[src/hdl/dcd_map.vh]
// register offsets, reset values and field positions of the two-channel dac
`ifndef DCD_MAP_VH
`define DCD_MAP_VH
`define DCD_ADDR_W        32
`define DCD_ADDR_CODE0    32'h040000a0
`define DCD_ADDR_CODE1    32'h040000a2
`define DCD_ADDR_CTRL     32'h040000a4
`define DCD_CODE_RESET    8'h00
`define DCD_CTRL_RESET    8'h1f
`define DCD_CTRL_RSVD     5'h1f
`define DCD_BIT_OE1       7
`define DCD_BIT_OE0       6
`define DCD_BIT_CEN       5
`define DCD_CONV_TIME_NS  10000
`define DCD_CLK_PERIOD_NS 100
`define DCD_CONV_CYCLES   (`DCD_CONV_TIME_NS / `DCD_CLK_PERIOD_NS)
`define DCD_CNT_W         7
`define DCD_CNT_ZERO      7'h00
`define DCD_CNT_ONE       7'h01
`define DCD_CONV_LOAD     7'h64
`define DCD_CTRL_EN_RESET 3'h0
`define DCD_OUT_OFF       8'h00
`define DCD_RDATA_IDLE    8'h00
`define DCD_PIN_RELEASED  1'b1
`define DCD_ACT_RESET     1'b0
`endif

[src/hdl/dcd_enable_logic.v]
// combinational per-channel conversion enable derived from control bits
`timescale 1ns/1ps
`default_nettype none
module dcd_enable_logic (
   input  wire       oe0,
   input  wire       oe1,
   input  wire       cen,
   output wire       conv_en0,
   output wire       conv_en1
);
   // common enable couples channels only when some output enable is set
   assign conv_en0 = oe0 | (cen & oe1); // RULE5 RULE6 RULE7 RULE8 RULE15
   assign conv_en1 = oe1 | (cen & oe0); // RULE4 RULE6 RULE7 RULE8 RULE15
endmodule // dcd_enable_logic
`default_nettype wire

[src/hdl/dcd_channel.v]
// one conversion channel: settles a code to the output after the conv time
`timescale 1ns/1ps
`default_nettype none
`include "dcd_map.vh"
module dcd_channel (
   input  wire       sys_clk,
   input  wire       nrst,
   input  wire       conv_en,
   input  wire       code_wr,
   input  wire [7:0] code,
   output reg  [7:0] level_ff,
   output reg        settled_ff
);
   reg [`DCD_CNT_W-1:0] cnt_ff;
   wire restart;
   assign restart = code_wr |
                    (conv_en & ~settled_ff & (cnt_ff == `DCD_CNT_ZERO));
   always @(posedge sys_clk or negedge nrst) begin
      if (!nrst) begin
         cnt_ff     <= `DCD_CNT_ZERO;
         level_ff   <= `DCD_CODE_RESET;
         settled_ff <= 1'b0;
      end else if (!conv_en) begin
         cnt_ff     <= `DCD_CNT_ZERO;
         settled_ff <= 1'b0;
      end else if (restart) begin // RULE9
         // new code restarts conversion; the old result stays until it ends
         cnt_ff <= `DCD_CONV_LOAD;
      end else if (cnt_ff != `DCD_CNT_ZERO) begin
         cnt_ff <= cnt_ff - `DCD_CNT_ONE;
         if (cnt_ff == `DCD_CNT_ONE) begin
            level_ff   <= code; // RULE12
            settled_ff <= 1'b1; // RULE10
         end
      end
   end
endmodule // dcd_channel
`default_nettype wire

[src/hdl/dcd_dac_ctrl.v]
// register file and output control of the two-channel 8-bit dac
`timescale 1ns/1ps
`default_nettype none
`include "dcd_map.vh"
// Behaviour
// RULE1: two 8-bit code registers, reset to zero
// RULE2: control register resets to 0x1f
// RULE3: control bits 4..0 read one, ignore writes
// RULE4: bit 7 enables channel 1 output
// RULE5: bit 6 enables channel 0 output
// RULE6: common enable low: channels independent
// RULE7: common enable with any enable: both convert
// RULE8: both output enables low: none convert
// RULE9: enabled channel converts, restarts on write
// RULE10: result held until rewrite or disable
// RULE11: cleared output enable releases analogue pin
// RULE12: output equals code over 256 of reference
// RULE13: standby holds the current analogue output
// RULE14: software clears enables before standby
// RULE15: enables follow control bits next cycle
module dcd_dac_ctrl (
   input  wire                   sys_clk,
   input  wire                   nrst,
   input  wire                   bus_sel,
   input  wire                   bus_wr,
   input  wire [`DCD_ADDR_W-1:0] bus_addr,
   input  wire [7:0]             bus_wdata,
   input  wire                   standby,
   output reg  [7:0]             bus_rdata_ff,
   output reg  [7:0]             analog_out_channel0_ff,
   output reg  [7:0]             analog_out_channel1_ff,
   output reg                    analog_out_channel0_oe_n_ff,
   output reg                    analog_out_channel1_oe_n_ff,
   output reg                    conv_active0_ff,
   output reg                    conv_active1_ff
);
   reg  [7:0] dac_code_channel0_ff;
   reg  [7:0] dac_code_channel1_ff;
   reg  [2:0] ctrl_ff;
   wire       channel1_output_enable;
   wire       channel0_output_enable;
   wire       common_convert_enable;
   wire       wr0;
   wire       wr1;
   wire       wrc;
   wire       en0;
   wire       en1;
   wire [7:0] lvl0;
   wire [7:0] lvl1;
   wire       set0;
   wire       set1;
   wire [7:0] dac_control;
   reg  [7:0] nxt_rdata;
   reg  [7:0] nxt_code0;
   reg  [7:0] nxt_code1;
   reg  [2:0] nxt_ctrl;
   reg  [7:0] nxt_out0;
   reg  [7:0] nxt_out1;
   reg        nxt_oe_n0;
   reg        nxt_oe_n1;
   reg        nxt_act0;
   reg        nxt_act1;
   reg  [7:0] nxt_rdata_out;

   function hit;
      input [`DCD_ADDR_W-1:0] a;
      input [`DCD_ADDR_W-1:0] b;
      begin
         hit = (a == b);
      end
   endfunction

   // a write strobe needs select, write and an exact address match
   function wr_strobe;
      input                   sel;
      input                   wr;
      input [`DCD_ADDR_W-1:0] a;
      input [`DCD_ADDR_W-1:0] target;
      begin
         wr_strobe = sel & wr & hit(a, target);
      end
   endfunction

   // a pin shows its level only after the first conversion settles
   function [7:0] drive_level;
      input       oe;
      input       settled;
      input [7:0] level;
      begin
         drive_level = (oe & settled) ? level : `DCD_OUT_OFF;
      end
   endfunction

   assign channel1_output_enable = ctrl_ff[2];
   assign channel0_output_enable = ctrl_ff[1];
   assign common_convert_enable  = ctrl_ff[0];
   assign dac_control = {channel1_output_enable, channel0_output_enable,
                         common_convert_enable, `DCD_CTRL_RSVD}; // RULE3
   assign wr0 = wr_strobe(bus_sel, bus_wr, bus_addr, `DCD_ADDR_CODE0);
   assign wr1 = wr_strobe(bus_sel, bus_wr, bus_addr, `DCD_ADDR_CODE1);
   assign wrc = wr_strobe(bus_sel, bus_wr, bus_addr, `DCD_ADDR_CTRL);

   always @* begin
      nxt_code0 = dac_code_channel0_ff;
      if (wr0) begin
         nxt_code0 = bus_wdata; // RULE9
      end
   end

   always @* begin
      nxt_code1 = dac_code_channel1_ff;
      if (wr1) begin
         nxt_code1 = bus_wdata; // RULE9
      end
   end

   always @* begin
      nxt_ctrl = ctrl_ff;
      if (wrc) begin
         // only the three enable bits store; reserved bits are fixed
         nxt_ctrl = bus_wdata[`DCD_BIT_OE1:`DCD_BIT_CEN]; // RULE3
      end
   end

   always @(posedge sys_clk or negedge nrst) begin
      if (!nrst) begin
         dac_code_channel0_ff <= `DCD_CODE_RESET; // RULE1
      end else begin
         dac_code_channel0_ff <= nxt_code0;
      end
   end

   always @(posedge sys_clk or negedge nrst) begin
      if (!nrst) begin
         dac_code_channel1_ff <= `DCD_CODE_RESET; // RULE1
      end else begin
         dac_code_channel1_ff <= nxt_code1;
      end
   end

   // only the enable bits are kept, so their reset is the top three bits
   always @(posedge sys_clk or negedge nrst) begin
      if (!nrst) begin
         ctrl_ff <= `DCD_CTRL_EN_RESET; // RULE2
      end else begin
         ctrl_ff <= nxt_ctrl;
      end
   end

   dcd_enable_logic u_en (
      .oe0      (channel0_output_enable),
      .oe1      (channel1_output_enable),
      .cen      (common_convert_enable),
      .conv_en0 (en0),
      .conv_en1 (en1)
   );

   dcd_channel u_ch0 (
      .sys_clk    (sys_clk),
      .nrst       (nrst),
      .conv_en    (en0),
      .code_wr    (wr0),
      .code       (dac_code_channel0_ff),
      .level_ff   (lvl0),
      .settled_ff (set0)
   );

   dcd_channel u_ch1 (
      .sys_clk    (sys_clk),
      .nrst       (nrst),
      .conv_en    (en1),
      .code_wr    (wr1),
      .code       (dac_code_channel1_ff),
      .level_ff   (lvl1),
      .settled_ff (set1)
   );

   always @* begin
      case (bus_addr)
         `DCD_ADDR_CODE0: begin
            nxt_rdata = dac_code_channel0_ff; // RULE1
         end
         `DCD_ADDR_CODE1: begin
            nxt_rdata = dac_code_channel1_ff; // RULE1
         end
         `DCD_ADDR_CTRL: begin
            nxt_rdata = dac_control; // RULE3
         end
         default: begin
            nxt_rdata = `DCD_RDATA_IDLE;
         end
      endcase
   end

   // unselected cycles read zero so a stale word never lingers on the bus
   always @* begin
      nxt_rdata_out = `DCD_RDATA_IDLE;
      if (bus_sel) begin
         nxt_rdata_out = nxt_rdata;
      end
   end

   // standby freezes the pin side as it is; enables are not touched
   always @* begin
      nxt_oe_n0 = analog_out_channel0_oe_n_ff;
      if (!standby) begin // RULE13
         nxt_oe_n0 = ~channel0_output_enable; // RULE11
      end
   end

   always @* begin
      nxt_oe_n1 = analog_out_channel1_oe_n_ff;
      if (!standby) begin // RULE13
         nxt_oe_n1 = ~channel1_output_enable; // RULE11
      end
   end

   always @* begin
      nxt_out0 = analog_out_channel0_ff;
      if (!standby) begin // RULE13
         nxt_out0 = drive_level(channel0_output_enable, set0, lvl0); // RULE10
      end
   end

   always @* begin
      nxt_out1 = analog_out_channel1_ff;
      if (!standby) begin // RULE13
         nxt_out1 = drive_level(channel1_output_enable, set1, lvl1); // RULE10
      end
   end

   always @* begin
      nxt_act0 = conv_active0_ff;
      if (!standby) begin // RULE13
         nxt_act0 = en0; // RULE9
      end
   end

   always @* begin
      nxt_act1 = conv_active1_ff;
      if (!standby) begin // RULE13
         nxt_act1 = en1; // RULE9
      end
   end

   always @(posedge sys_clk or negedge nrst) begin
      if (!nrst) begin
         bus_rdata_ff <= `DCD_RDATA_IDLE;
      end else begin
         bus_rdata_ff <= nxt_rdata_out;
      end
   end

   always @(posedge sys_clk or negedge nrst) begin
      if (!nrst) begin
         analog_out_channel0_oe_n_ff <= `DCD_PIN_RELEASED;
      end else begin
         analog_out_channel0_oe_n_ff <= nxt_oe_n0;
      end
   end

   always @(posedge sys_clk or negedge nrst) begin
      if (!nrst) begin
         analog_out_channel1_oe_n_ff <= `DCD_PIN_RELEASED;
      end else begin
         analog_out_channel1_oe_n_ff <= nxt_oe_n1;
      end
   end

   always @(posedge sys_clk or negedge nrst) begin
      if (!nrst) begin
         analog_out_channel0_ff <= `DCD_OUT_OFF;
      end else begin
         analog_out_channel0_ff <= nxt_out0;
      end
   end

   always @(posedge sys_clk or negedge nrst) begin
      if (!nrst) begin
         analog_out_channel1_ff <= `DCD_OUT_OFF;
      end else begin
         analog_out_channel1_ff <= nxt_out1;
      end
   end

   always @(posedge sys_clk or negedge nrst) begin
      if (!nrst) begin
         conv_active0_ff <= `DCD_ACT_RESET;
      end else begin
         conv_active0_ff <= nxt_act0;
      end
   end

   always @(posedge sys_clk or negedge nrst) begin
      if (!nrst) begin
         conv_active1_ff <= `DCD_ACT_RESET;
      end else begin
         conv_active1_ff <= nxt_act1;
      end
   end
endmodule // dcd_dac_ctrl
`default_nettype wire

[config.mk]
export PLATFORM = sky130hd
export DESIGN_NAME = dcd_dac_ctrl
export DESIGN_NICKNAME = d
export VERILOG_FILES = /design/src/hdl/dcd_enable_logic.v /design/src/hdl/dcd_channel.v /design/src/hdl/dcd_dac_ctrl.v
export VERILOG_INCLUDE_DIRS = /design/src /design/src/hdl
export SDC_FILE = /design/constraint.sdc
export NUM_CORES = 1
export LEC_CHECK = 0
export ABC_AREA = 1
export BUFFER_PORTS_ARGS = -buffer_cell sky130_fd_sc_hd__buf_2
export CAP_MARGIN = 40
export CORE_MARGIN = 3
export CORE_UTILIZATION = 55
export CTS_BUF_LIST = sky130_fd_sc_hd__clkbuf_16
export DETAILED_ROUTE_END_ITERATION = 6
export PLACE_DENSITY = 0.78
export SYNTH_ARGS = -nofsm -noshare
export SYNTH_HDL_FRONTEND = slang
export SYNTH_SLANG_ARGS = --single-unit
[constraint.sdc]
create_clock -name sys_clk -period 1.9 [get_ports sys_clk]
set_input_delay 0.19 -clock sys_clk [delete_from_list [all_inputs] [get_ports sys_clk]]
set_output_delay 0.19 -clock sys_clk [all_outputs]
set_load 0.005 [all_outputs]
==> results of run 1 <==
worst max-delay path: cells and delay by family, from the launching register on:
kind            cells  cell delay, ns
simple gates        4            0.72
flops               1            0.40
fa+ha+maj           1            0.16
compound gates      1            0.14
buf+inv             1            0.13
flip-flops by register name (all words and copies together), names as in the netlist, 8 cells and up:
name	cells
u_ch1.level_ff	8
bus_rdata_ff	8
u_ch0.level_ff	8
dac_code_channel0_ff	8
analog_out_channel0_ff	8
dac_code_channel1_ff	8
analog_out_channel1_ff	8
kinds of logic (layout without fill, tap and decap cells):
group / count (synthesis) / count (layout) / share of synthesized area (%)
AND/OR/NAND/NOR: 219 / 219 / 25.89
flip-flops: 79 / 79 / 52.65
buffers and inverters: 76 / 161 / 8.286
AO/OA/AOI/OAI: 62 / 62 / 8.852
XOR/XNOR: 10 / 10 / 2.330
adder cells (fa/ha/maj): 6 / 6 / 1.997
power by group through the flow:
stage	Clock, mW	Sequential [mW]	Combinational (mW)
global placement	0	1.72	0.135
floorplan	0	1.72	0.0407
detailed placement	0	1.72	0.139
global route	1.72	1.69	0.157
finish	1.62	1.69	0.137
CTS	1.65	1.69	0.141
final timing paths:
kind	end	slack [ns]	cells after the start
max	u_ch1.settled_ff$_DFFE_PN0P_	0.21	7
min	dac_code_channel1_ff[1]$_DFFE_PN0P_	0.09	3
max reg2reg	u_ch1.settled_ff$_DFFE_PN0P_	0.21	7
min reg2reg	conv_active1_ff$_DFFE_PN0N_	0.47	2
max in group asynchronous	analog_out_channel1_oe_n_ff$_DFFE_PN1N_	0.93	3
min in group asynchronous	u_ch1.cnt_ff[5]$_DFFE_PN0P_	0.37	2
final cells by class:
| class | instances | area, um2 | area share (%) |
|---|---|---|---|
| Clock inverter | 7 | 61.31 | 1.360 |
| Sequential cell | 79 | 1979 | 43.90 |
| Clock buffer | 9 | 225.2 | 4.994 |
| Timing Repair Buffer | 79 | 430.4 | 9.545 |
| Tap cell | 77 | 96.34 | 2.137 |
| Inverter | 66 | 247.7 | 5.494 |
| Multi-Input combinational cell | 297 | 1469 | 32.57 |
metal layers:
metal | wire [um] | share of wire, %
met5 | 0 | 0
met1 | 3516 | 44
met2 | 3933 | 49
met3 | 354 | 4.4
met4 | 169 | 2.1
stage by stage:
stage	setup WS [ns]	instance area (um2)	total power, mW	hold slack, ns	instances
3_3_place_gp	0.2492	4213	1.854	0.1846	597
6_report	0.2139	4509	3.445	0.09385	614
4_1_cts	0.2105	4509	3.477	0.08840	614
2_1_floorplan	0.3932	3760	1.761	-0.1056	452
5_1_grt	0.02079	4509	3.564	0.1059	614
3_5_place_dp	0.1920	4213	1.858	0.1884	597
placed cells by master (no fill, tap or decap), types with 3 or more instances in the layout:
cell type and count:
sky130_fd_sc_hd__o21ai_0 42, sky130_fd_sc_hd__o21ai_2 5, sky130_fd_sc_hd__inv_1 62, sky130_fd_sc_hd__ha_1 6
sky130_fd_sc_hd__buf_2 71, sky130_fd_sc_hd__inv_2 3, sky130_fd_sc_hd__nand3_1 23, sky130_fd_sc_hd__nand4_1 8
sky130_fd_sc_hd__inv_6 3, sky130_fd_sc_hd__nand2_2 3, sky130_fd_sc_hd__buf_4 6, sky130_fd_sc_hd__clkbuf_16 9
sky130_fd_sc_hd__xor2_1 9, sky130_fd_sc_hd__o21ai_1 12, sky130_fd_sc_hd__nand2_1 129, sky130_fd_sc_hd__dfrtp_1 77
sky130_fd_sc_hd__nor2_1 42
==> results_dict.tcl, run 1 <==
set metrics [dict create \
    syn_nets 503 \
    clock_share_of_power_pct 47.0 \
    worst_skew_pair_latency_ns 0.33 \
    yosys.cell_count.top_type "sky130_fd_sc_hd__nand2_1" \
    die_y_um 88.68 \
    final.min_clock_period_ns 1.686 \
    cts_tree "done" \
    diodes 0 \
    top_level_ports 73 \
    fillerInstances 499 \
    max_cap_viol_count 0 \
    power.switching_uw 793.4 \
    detail_route.drc_violations 0 \
    grt_pass1_wl_mm 13.32 \
    via_per_inst 5.062 \
    detail_route.wl_per_cell_um 12.99 \
    vias 3108 \
    cellInternalPower_mw 2.651 \
    timing.critical_path.from_type "flip-flop" \
    netlist_area_um2 3760 \
    first_global_vias 2941 \
    count_of_flip_flops_with_a_built_in_enable_after_synthesis 0 \
    grt_max_degree 40 \
    fin_crit_sh_pct 88.74 \
    sw_frac_of_total_pct 23.03 \
    vdd_ir_drop_max_uv 608.6 \
    clkTransAtPathRegs_ns 0.06 \
    finalHoldViolations 0 \
    synth.cells.most_frequent "sky130_fd_sc_hd__nand2_1 (129), sky130_fd_sc_hd__dfrtp_1 (77), sky130_fd_sc_hd__inv_1 (62)" \
    cp_data_required_time_ns 2.09 \
    drt_iter0_markers 160 \
    critical_path.max_stage_delay_ns 0.40 \
    worst_path_max_delay_cell "sky130_fd_sc_hd__dfrtp_1" \
    flow.area_growth_from_synthesis_pct 19.93 \
    min_from "bus_wdata[1]" \
    synthDistinctLibCells 34 \
    worstMarginPinSlew_ns 0.5097 \
    global_route.peak_usage_layer "met2" \
    setup_repair_bufs_after_cts 0 \
    critPathLaunch "u_ch1.cnt_ff[0]$_DFFE_PN0P_" \
    ctsResizeCount 0 \
    proportion_of_synthesized_flip_flops_having_asynchronous_set_or_reset_pct 100.0 \
    synth_area_leader_cell "sky130_fd_sc_hd__dfrtp_1" \
    floorplan.initialDensity_pct 57.89 \
    finish.net_count 583 \
    report.final.setup_viol 0 \
    critical_path_arrival_ns 1.88 \
    use_met2_pct 36.10 \
    end_kind "flip-flop" \
    drt_wl_total_mm 7.973 \
    reg2reg_from "u_ch1.cnt_ff[0]$_DFFE_PN0P_" \
    post_route_cells_drive_above_1_share_pct 22.16 \
    post_synth_main_area_contributors "sky130_fd_sc_hd__dfrtp_1 (51%), sky130_fd_sc_hd__nand2_1 (13%), sky130_fd_sc_hd__inv_1 (6.2%)" \
    clock_sink_count 79 \
    synth_seq_cells 79 \
    timing_worst_setup_path_type "reg2reg" \
    clock_path_buffers 2 \
    synthesis.area_per_instance_um2 8.318 \
    cts.root.buffer_cell "sky130_fd_sc_hd__clkbuf_16" \
    seqPwrFrac_pct 49.0 \
    gpl.final_weighted_congestion 0.8839 \
    share_comb_of_total_power_pct 4.0 \
    status "completed" \
    synth_sequential_area_ratio_pct 52.65 \
    grtUsageMet3_pct 4.190 \
    setup-tns-final_ns 0 \
    grt_util_met1_pct 28.67 \
    min-delay-path-class "in2reg" \
    fmax_mhz 593.1 \
    number_of_buffers_added_by_the_clock_tree_synthesis_step 9 \
    core-area_um2 6495 \
    grt_antenna_before_repair 0 \
    grt_use_total_pct 21.93 \
    final_number_of_max_transition_violations 0 \
    crit_path_max_fanout 17 \
    grt_setup_unrepaired "no" \
    buffer_ports.inserted 72 \
    detail-route-antenna-nets 0 \
    ys.flop_type "sky130_fd_sc_hd__dfrtp_1" \
    detailedRoute.firstPassIterationCount 4 \
    utilization_pct 69.43 \
    gr-total-overflow 0 \
    die_w_um 88.68 \
    cell_rows 29 \
    post-dp-hpwl_mm 5.938 \
    ctsHtreeMaxLevel 3 \
    yosysWarnings 0 \
    fin_skew_ns 0.005046 \
    powerDensity_nw_per_um2 763.9 \
    timing.critical_path.cells "inv_1 -> ha_1 -> nand3_1 -> nor2_2 -> nand2_2 -> nand3_2 -> o21ai_0" \
    cellLeakagePower_nw 2.516 \
    synthCells 452 \
    synth_largest_type_area_fraction_pct 51.25 \
    hold_buffers 1 \
    max-slew-margin-rel_pct 66.02 \
    fp.dieArea_um2 7864 \
]
Note: power is estimated with default switching activity, not from simulation.
==> inputs of run 2 (changes only) <==
--- a/config.mk
+++ b/config.mk
@@ -10,10 +10,10 @@
 export BUFFER_PORTS_ARGS = -buffer_cell sky130_fd_sc_hd__buf_2
 export CAP_MARGIN = 40
 export CORE_MARGIN = 3
-export CORE_UTILIZATION = 55
+export CORE_UTILIZATION = 50
 export CTS_BUF_LIST = sky130_fd_sc_hd__clkbuf_16
 export DETAILED_ROUTE_END_ITERATION = 6
-export PLACE_DENSITY = 0.78
+export PLACE_DENSITY = 0.75
 export SYNTH_ARGS = -nofsm -noshare
 export SYNTH_HDL_FRONTEND = slang
 export SYNTH_SLANG_ARGS = --single-unit
==> constraint.sdc (replaced) <==
create_clock -name sys_clk -period 1.5 [get_ports sys_clk]
set_input_delay 0.15 -clock sys_clk [delete_from_list [all_inputs] [get_ports sys_clk]]
set_output_delay 0.15 -clock sys_clk [all_outputs]
set_load 0.005 [all_outputs]
==> run 2 against run 1 <==
Maximum frequency increased by 14%. Global-route usage is 0.065 points higher. Sequential power rose by 27%. Clock power rose by 48%.
==> results_dict.tcl, run 2 (same netlist as run 1, synthesis figures left out) <==
set metrics [dict create \
    die_w_um 92.72 \
    cell_rows 30 \
    grt_use_total_pct 22.00 \
    area.sequential_um2 1979 \
    gr-total-overflow 0 \
    timing.critical_path.from_type "flip-flop" \
    top_level_ports 73 \
    via_per_inst 5.054 \
    final_number_of_max_transition_violations 0 \
    flow.area_growth_from_synthesis_pct 34.68 \
    grt_max_degree 39 \
    grt_pass1_wl_mm 14.90 \
    core-area_um2 7057 \
    worst_setup_path_endpoint "u_ch1.level_ff[4]$_DFFE_PN0P_" \
    finalHoldViolations 0 \
    grt_setup_unrepaired "yes" \
    buffer_ports.inserted 72 \
    vdd_ir_drop_max_uv 665.3 \
    multiInputGateArea_um2 1650 \
    clock_sink_count 79 \
    crit_path_max_fanout 8 \
    fin_skew_ns 0.009686 \
    first_global_vias 3194 \
    clock_path_buffers 2 \
    max-slew-margin-rel_pct 68.72 \
    max_cap_viol_count 0 \
    fmax_mhz 677.7 \
    detailedRoute.firstPassIterationCount 5 \
    cts.root.buffer_cell "sky130_fd_sc_hd__clkbuf_16" \
    diodes 0 \
    powerDensity_nw_per_um2 928.3 \
    worst_reg2reg_path_endpoint "u_ch1.level_ff[4]$_DFFE_PN0P_" \
    grt_antenna_before_repair 0 \
    detail_route.wl_per_cell_um 14.34 \
    critical_path_arrival_ns 1.73 \
    reg2reg_from "u_ch1.cnt_ff[1]$_DFFE_PN0P_" \
    post_route_cells_drive_above_1_share_pct 32.35 \
    final_area_um2 5064 \
    cellLeakagePower_nw 2.791 \
    min-delay-path-class "in2reg" \
    floorplan.initialDensity_pct 53.28 \
    finish.net_count 621 \
    timing_worst_setup_path_type "reg2reg" \
    vias 3391 \
    report.final.setup_viol 0 \
    ff2ff_path_depth 8 \
    cp_data_required_time_ns 1.75 \
    final_common_cell "sky130_fd_sc_hd__nand2_1" \
    worst_skew_pair_latency_ns 0.34 \
    drt_iter0_markers 214 \
    detail_route.drc_violations 0 \
    worstMarginPinSlew_ns 0.4686 \
    clkTransAtPathRegs_ns 0.06 \
    critPathLaunch "u_ch1.cnt_ff[1]$_DFFE_PN0P_" \
    number_of_buffers_added_by_the_clock_tree_synthesis_step 9 \
    status "completed" \
    place_area_um2 4424 \
    mostFrequentLayoutCells "sky130_fd_sc_hd__nand2_1 (119), sky130_fd_sc_hd__dfrtp_1 (77), sky130_fd_sc_hd__buf_2 (71)" \
    ctsHtreeMaxLevel 3 \
    fin_crit_sh_pct 98.37 \
    setup-tns-final_ns 0 \
    min_from "bus_wdata[2]" \
    gpl.final_weighted_congestion 0.8856 \
    utilization_pct 71.76 \
    die_y_um 92.72 \
    fillerInstances 554 \
    cts_tree "done" \
    end_kind "flip-flop" \
    detail-route-antenna-nets 0 \
    post-dp-hpwl_mm 6.555 \
    drt_wl_total_mm 9.625 \
    fp.dieArea_um2 8596 \
    final.min_clock_period_ns 1.475 \
    r2r_slack_ns 0.02 \
]
[run 2: cell types whose count changed in the layout (fill, tap and decap cells not counted), sizes merged]
cell and delta:
buf +36, bufinv +2, clkbuf +1, clkinv +1, clkinvlp -2, inv -1
nand2 +1
[run 2: report_power, final]
| group | internal [mW] | switching, mW |
|---|---|---|
| sequential | 2.14 | 0.00230 |
| clock | 1.48 | 0.906 |
| combinational | 0.0702 | 0.105 |
[run 2: how the worst min path moves through the flow]
| stage | to | cells after the start | slack (ns) |
|---|---|---|---|
| finish | dac_code_channel0_ff[2]$_DFFE_PN0P_ | 3 | 0.04 |
| CTS | dac_code_channel0_ff[2]$_DFFE_PN0P_ | 3 | 0.04 |
| global route | dac_code_channel0_ff[3]$_DFFE_PN0P_ | 3 | 0.06 |
| detailed placement | u_ch1.cnt_ff[2]$_DFFE_PN0P_ | 1 | 0.08 |
| global placement | u_ch1.cnt_ff[2]$_DFFE_PN0P_ | 1 | 0.07 |
| floorplan | analog_out_channel0_ff[0]$_DFFE_PN0N_ | 0 | -0.15 |
[run 2: worst max-delay path: stages (launching register included)]
cell	delay [ns]
sky130_fd_sc_hd__dfrtp_1	0.39
sky130_fd_sc_hd__inv_2	0.09
sky130_fd_sc_hd__ha_4	0.17
sky130_fd_sc_hd__nand3_4	0.08
sky130_fd_sc_hd__nand2_2	0.08
sky130_fd_sc_hd__nor2_4	0.14
sky130_fd_sc_hd__nand3_4	0.12
sky130_fd_sc_hd__clkbuf_16	0.19
sky130_fd_sc_hd__o21ai_1	0.13
[run 2: layout make-up]
type | count | area share (%)
Clock buffer | 9 | 4.448
Multi-Input combinational cell | 298 | 32.59
Timing Repair Buffer | 116 | 14.58
Sequential cell | 79 | 39.09
Inverter | 66 | 4.893
Tap cell | 96 | 2.372
Clock inverter | 7 | 2.026
[run 2: repair_timing]
action	in CTS	in global routing
resized for setup	8	34
cloned	1	1
hold buffers	1	0
endpoints found under the setup margin	21	30
setup buffers	1	12
hold endpoints to repair	22	0
pin swaps	2	8
[run 2: metrics by stage]
| stage | hold slack (ns) | setup WS [ns] | instances | power (mW) |
|---|---|---|---|---|
| 2_1_floorplan | -0.1456 | 0.009575 | 452 | 2.231 |
| 3_3_place_gp | 0.07399 | 0.02741 | 639 | 2.351 |
| 3_5_place_dp | 0.07584 | -0.04939 | 639 | 2.356 |
| 4_1_cts | 0.03676 | 0.002568 | 658 | 4.727 |
| 5_1_grt | 0.06202 | -0.06288 | 671 | 4.832 |
| 6_report | 0.03950 | 0.02451 | 671 | 4.701 |
[run 2: routing by layer]
| layer | track usage, % | up-vias | wire length [um] |
|---|---|---|---|
| met1 | 29.58 | 1621 | 4101 |
| met5 | 0 | - | 0 |
| li1 | - | 1649 | - |
| met2 | 36.68 | 102 | 4859 |
| met4 | 6.838 | 0 | 177 |
| met3 | 3.574 | 19 | 487 |
==> inputs of run 3 (changes only) <==
--- a/config.mk
+++ b/config.mk
@@ -9,11 +9,13 @@
 export ABC_AREA = 1
 export BUFFER_PORTS_ARGS = -buffer_cell sky130_fd_sc_hd__buf_2
 export CAP_MARGIN = 40
+export CELL_PAD_IN_SITES_DETAIL_PLACEMENT = 0
+export CELL_PAD_IN_SITES_GLOBAL_PLACEMENT = 1
 export CORE_MARGIN = 3
-export CORE_UTILIZATION = 50
+export CORE_UTILIZATION = 37
 export CTS_BUF_LIST = sky130_fd_sc_hd__clkbuf_16
 export DETAILED_ROUTE_END_ITERATION = 6
-export PLACE_DENSITY = 0.75
+export PLACE_DENSITY = 0.8
 export SYNTH_ARGS = -nofsm -noshare
 export SYNTH_HDL_FRONTEND = slang
 export SYNTH_SLANG_ARGS = --single-unit
==> run 3 against run 2 <==
Non-clock buffer count is 3 higher. Largest power group unchanged. The flow now finishes with violations (negative setup slack). Flip-flop and latch count did not move. Core utilization shrank 19 points. Sequential share of layout area decreased by 0.64 points.
==> results_dict.tcl, run 3 (same netlist as run 1, synthesis figures left out) <==
set metrics [dict create \
    status "finished with violations" \
    violations_in_the_final_reports "negative setup slack" \
    via_per_inst 4.634 \
    min-delay-path-class "in2reg" \
    fillerInstances 955 \
    cellLeakagePower_nw 2.793 \
    finalHoldWorstSlack_ns 0.04030 \
    detail-route-antenna-nets 0 \
    detail_route.drc_violations 0 \
    post_route_cells_drive_above_1_share_pct 34.78 \
    fmax_mhz 651.8 \
    clkTransAtPathRegs_ns 0.07 \
    top_level_ports 73 \
    drt_wl_total_mm 9.396 \
    timing_worst_setup_path_type "reg2reg" \
    utilization_pct 52.46 \
    fin_crit_sh_pct 102.3 \
    final_number_of_max_transition_violations 0 \
    fp.dieArea_um2 11410 \
    grt_max_degree 41 \
    worst_skew_pair_latency_ns 0.34 \
    ctsHtreeMaxLevel 3 \
    mostFrequentLayoutCells "sky130_fd_sc_hd__nand2_1 (115), sky130_fd_sc_hd__dfrtp_1 (76), sky130_fd_sc_hd__buf_2 (71)" \
    diodes 0 \
    post-layout-total-power_mw 4.608 \
    critical_path_arrival_ns 1.80 \
    grt_antenna_before_repair 0 \
    post-dp-hpwl_mm 6.526 \
    cell_rows 36 \
    grt_use_total_pct 16.45 \
    finalHoldViolations 0 \
    max-slew-margin-rel_pct 65.07 \
    end_kind "flip-flop" \
    vdd_ir_drop_max_uv 549.0 \
    die_y_um 106.8 \
    detail_route.wl_per_cell_um 13.22 \
    vias 3295 \
    final_critical_path_setup_slack_ns -0.03422 \
    final_common_cell "sky130_fd_sc_hd__nand2_1" \
    timing.critical_path.from_type "flip-flop" \
    report.final.setup_viol 8 \
    final_area_um2 5151 \
    gr-total-overflow 0 \
    cp_data_required_time_ns 1.76 \
    clock_path_buffers 2 \
    grt_pass1_wl_mm 15.01 \
    cts_tree "done" \
    core-area_um2 9819 \
    floorplan.initialDensity_pct 38.29 \
    flow.area_growth_from_synthesis_pct 37.00 \
    grt_setup_unrepaired "yes" \
    buffer_ports.inserted 72 \
    place_area_um2 4486 \
    die_w_um 106.8 \
    drt_iter0_markers 134 \
    max_cap_viol_count 0 \
    crit_path_max_fanout 4 \
    clock_sink_count 79 \
    fin_skew_ns 0.006492 \
    first_global_vias 3208 \
    powerDensity_nw_per_um2 894.5 \
    worstMarginPinSlew_ns 0.5240 \
    gpl.final_weighted_congestion 0.8231 \
    number_of_buffers_added_by_the_clock_tree_synthesis_step 9 \
    detailedRoute.firstPassIterationCount 4 \
    setup-tns-final_ns -0.1632 \
    cts.root.buffer_cell "sky130_fd_sc_hd__clkbuf_16" \
    finish.net_count 624 \
    final.min_clock_period_ns 1.534 \
]
-- run 3: changes by cell type in the layout (fill, tap and decap cells not counted), sizes merged --
cell and change:
clkinv -1, inv +1, clkinvlp +1, clkbuf +1, bufinv -1, buf +2
-- run 3: final timing paths --
check / from / end / slack [ns] / cells after the start
min in group asynchronous: nrst / analog_out_channel0_ff[3]$_DFFE_PN0N_ / 0.34 / 2
max: u_ch1.cnt_ff[5]$_DFFE_PN0P_ / u_ch1.level_ff[1]$_DFFE_PN0P_ / -0.03 / 10
min reg2reg: analog_out_channel1_ff[3]$_DFFE_PN0N_ / analog_out_channel1_ff[3]$_DFFE_PN0N_ / 0.48 / 2
min: bus_wdata[2] / dac_code_channel1_ff[2]$_DFFE_PN0P_ / 0.04 / 3
max in group asynchronous: nrst / u_ch1.level_ff[4]$_DFFE_PN0P_ / 0.57 / 3
max reg2reg: u_ch1.cnt_ff[5]$_DFFE_PN0P_ / u_ch1.level_ff[1]$_DFFE_PN0P_ / -0.03 / 10
-- run 3: layout make-up --
class	count	area [um2]	area share (%)
well taps	133	166.4	3.231
repair buffers	119	785.8	15.25
clock buffers	9	225.2	4.372
inverters	66	247.7	4.809
flip-flops and latches	79	1981	38.45
clock inverters	7	86.33	1.676
multi-input cells	298	1659	32.21
-- run 3: metrics by stage --
step                      cells  worst slack (ns)
after floorplan             452          0.009575
after global placement      678          -0.02584
after detailed placement    678          -0.04018
after CTS                   697          0.003161
after global routing        711           -0.1253
final                       711          -0.03422
-- run 3: routing by layer --
layer	wire length [um]	share of wire, %	GRT usage [%]	vias to the layer above
met5	0	0	0	-
met4	118	1.3	5.753	0
met3	318	3.4	2.649	10
met2	4660	50	26.62	68
met1	4298	46	22.48	1557
li1	-	-	-	1660
-- run 3: critical path, stage by stage, from the launching register on --
cell,delay (ns)
sky130_fd_sc_hd__dfrtp_1,0.39
sky130_fd_sc_hd__inv_2,0.08
sky130_fd_sc_hd__nand2_4,0.06
sky130_fd_sc_hd__nor2_4,0.13
sky130_fd_sc_hd__nand3_4,0.11
sky130_fd_sc_hd__nor2_4,0.16
sky130_fd_sc_hd__nand2_4,0.09
sky130_fd_sc_hd__nand3_4,0.15
sky130_fd_sc_hd__clkbuf_16,0.16
sky130_fd_sc_hd__nand2_1,0.07
sky130_fd_sc_hd__o21ai_2,0.06
-- run 3: report_power, final --
part           switching [mW]  leakage (nW)  internal, mW
clock network           0.961         0.150          1.33
registers             0.00169          1.04          2.14
logic                   0.109          1.60        0.0719
-- run 3: timing repair --
item	4_1_cts	5_1_grt
cloned	1	2
hold endpoints to repair	35	0
resized for setup	3	51
pin swaps	2	16
setup endpoints to repair	19	30
hold buffers	1	0
setup buffers	1	12
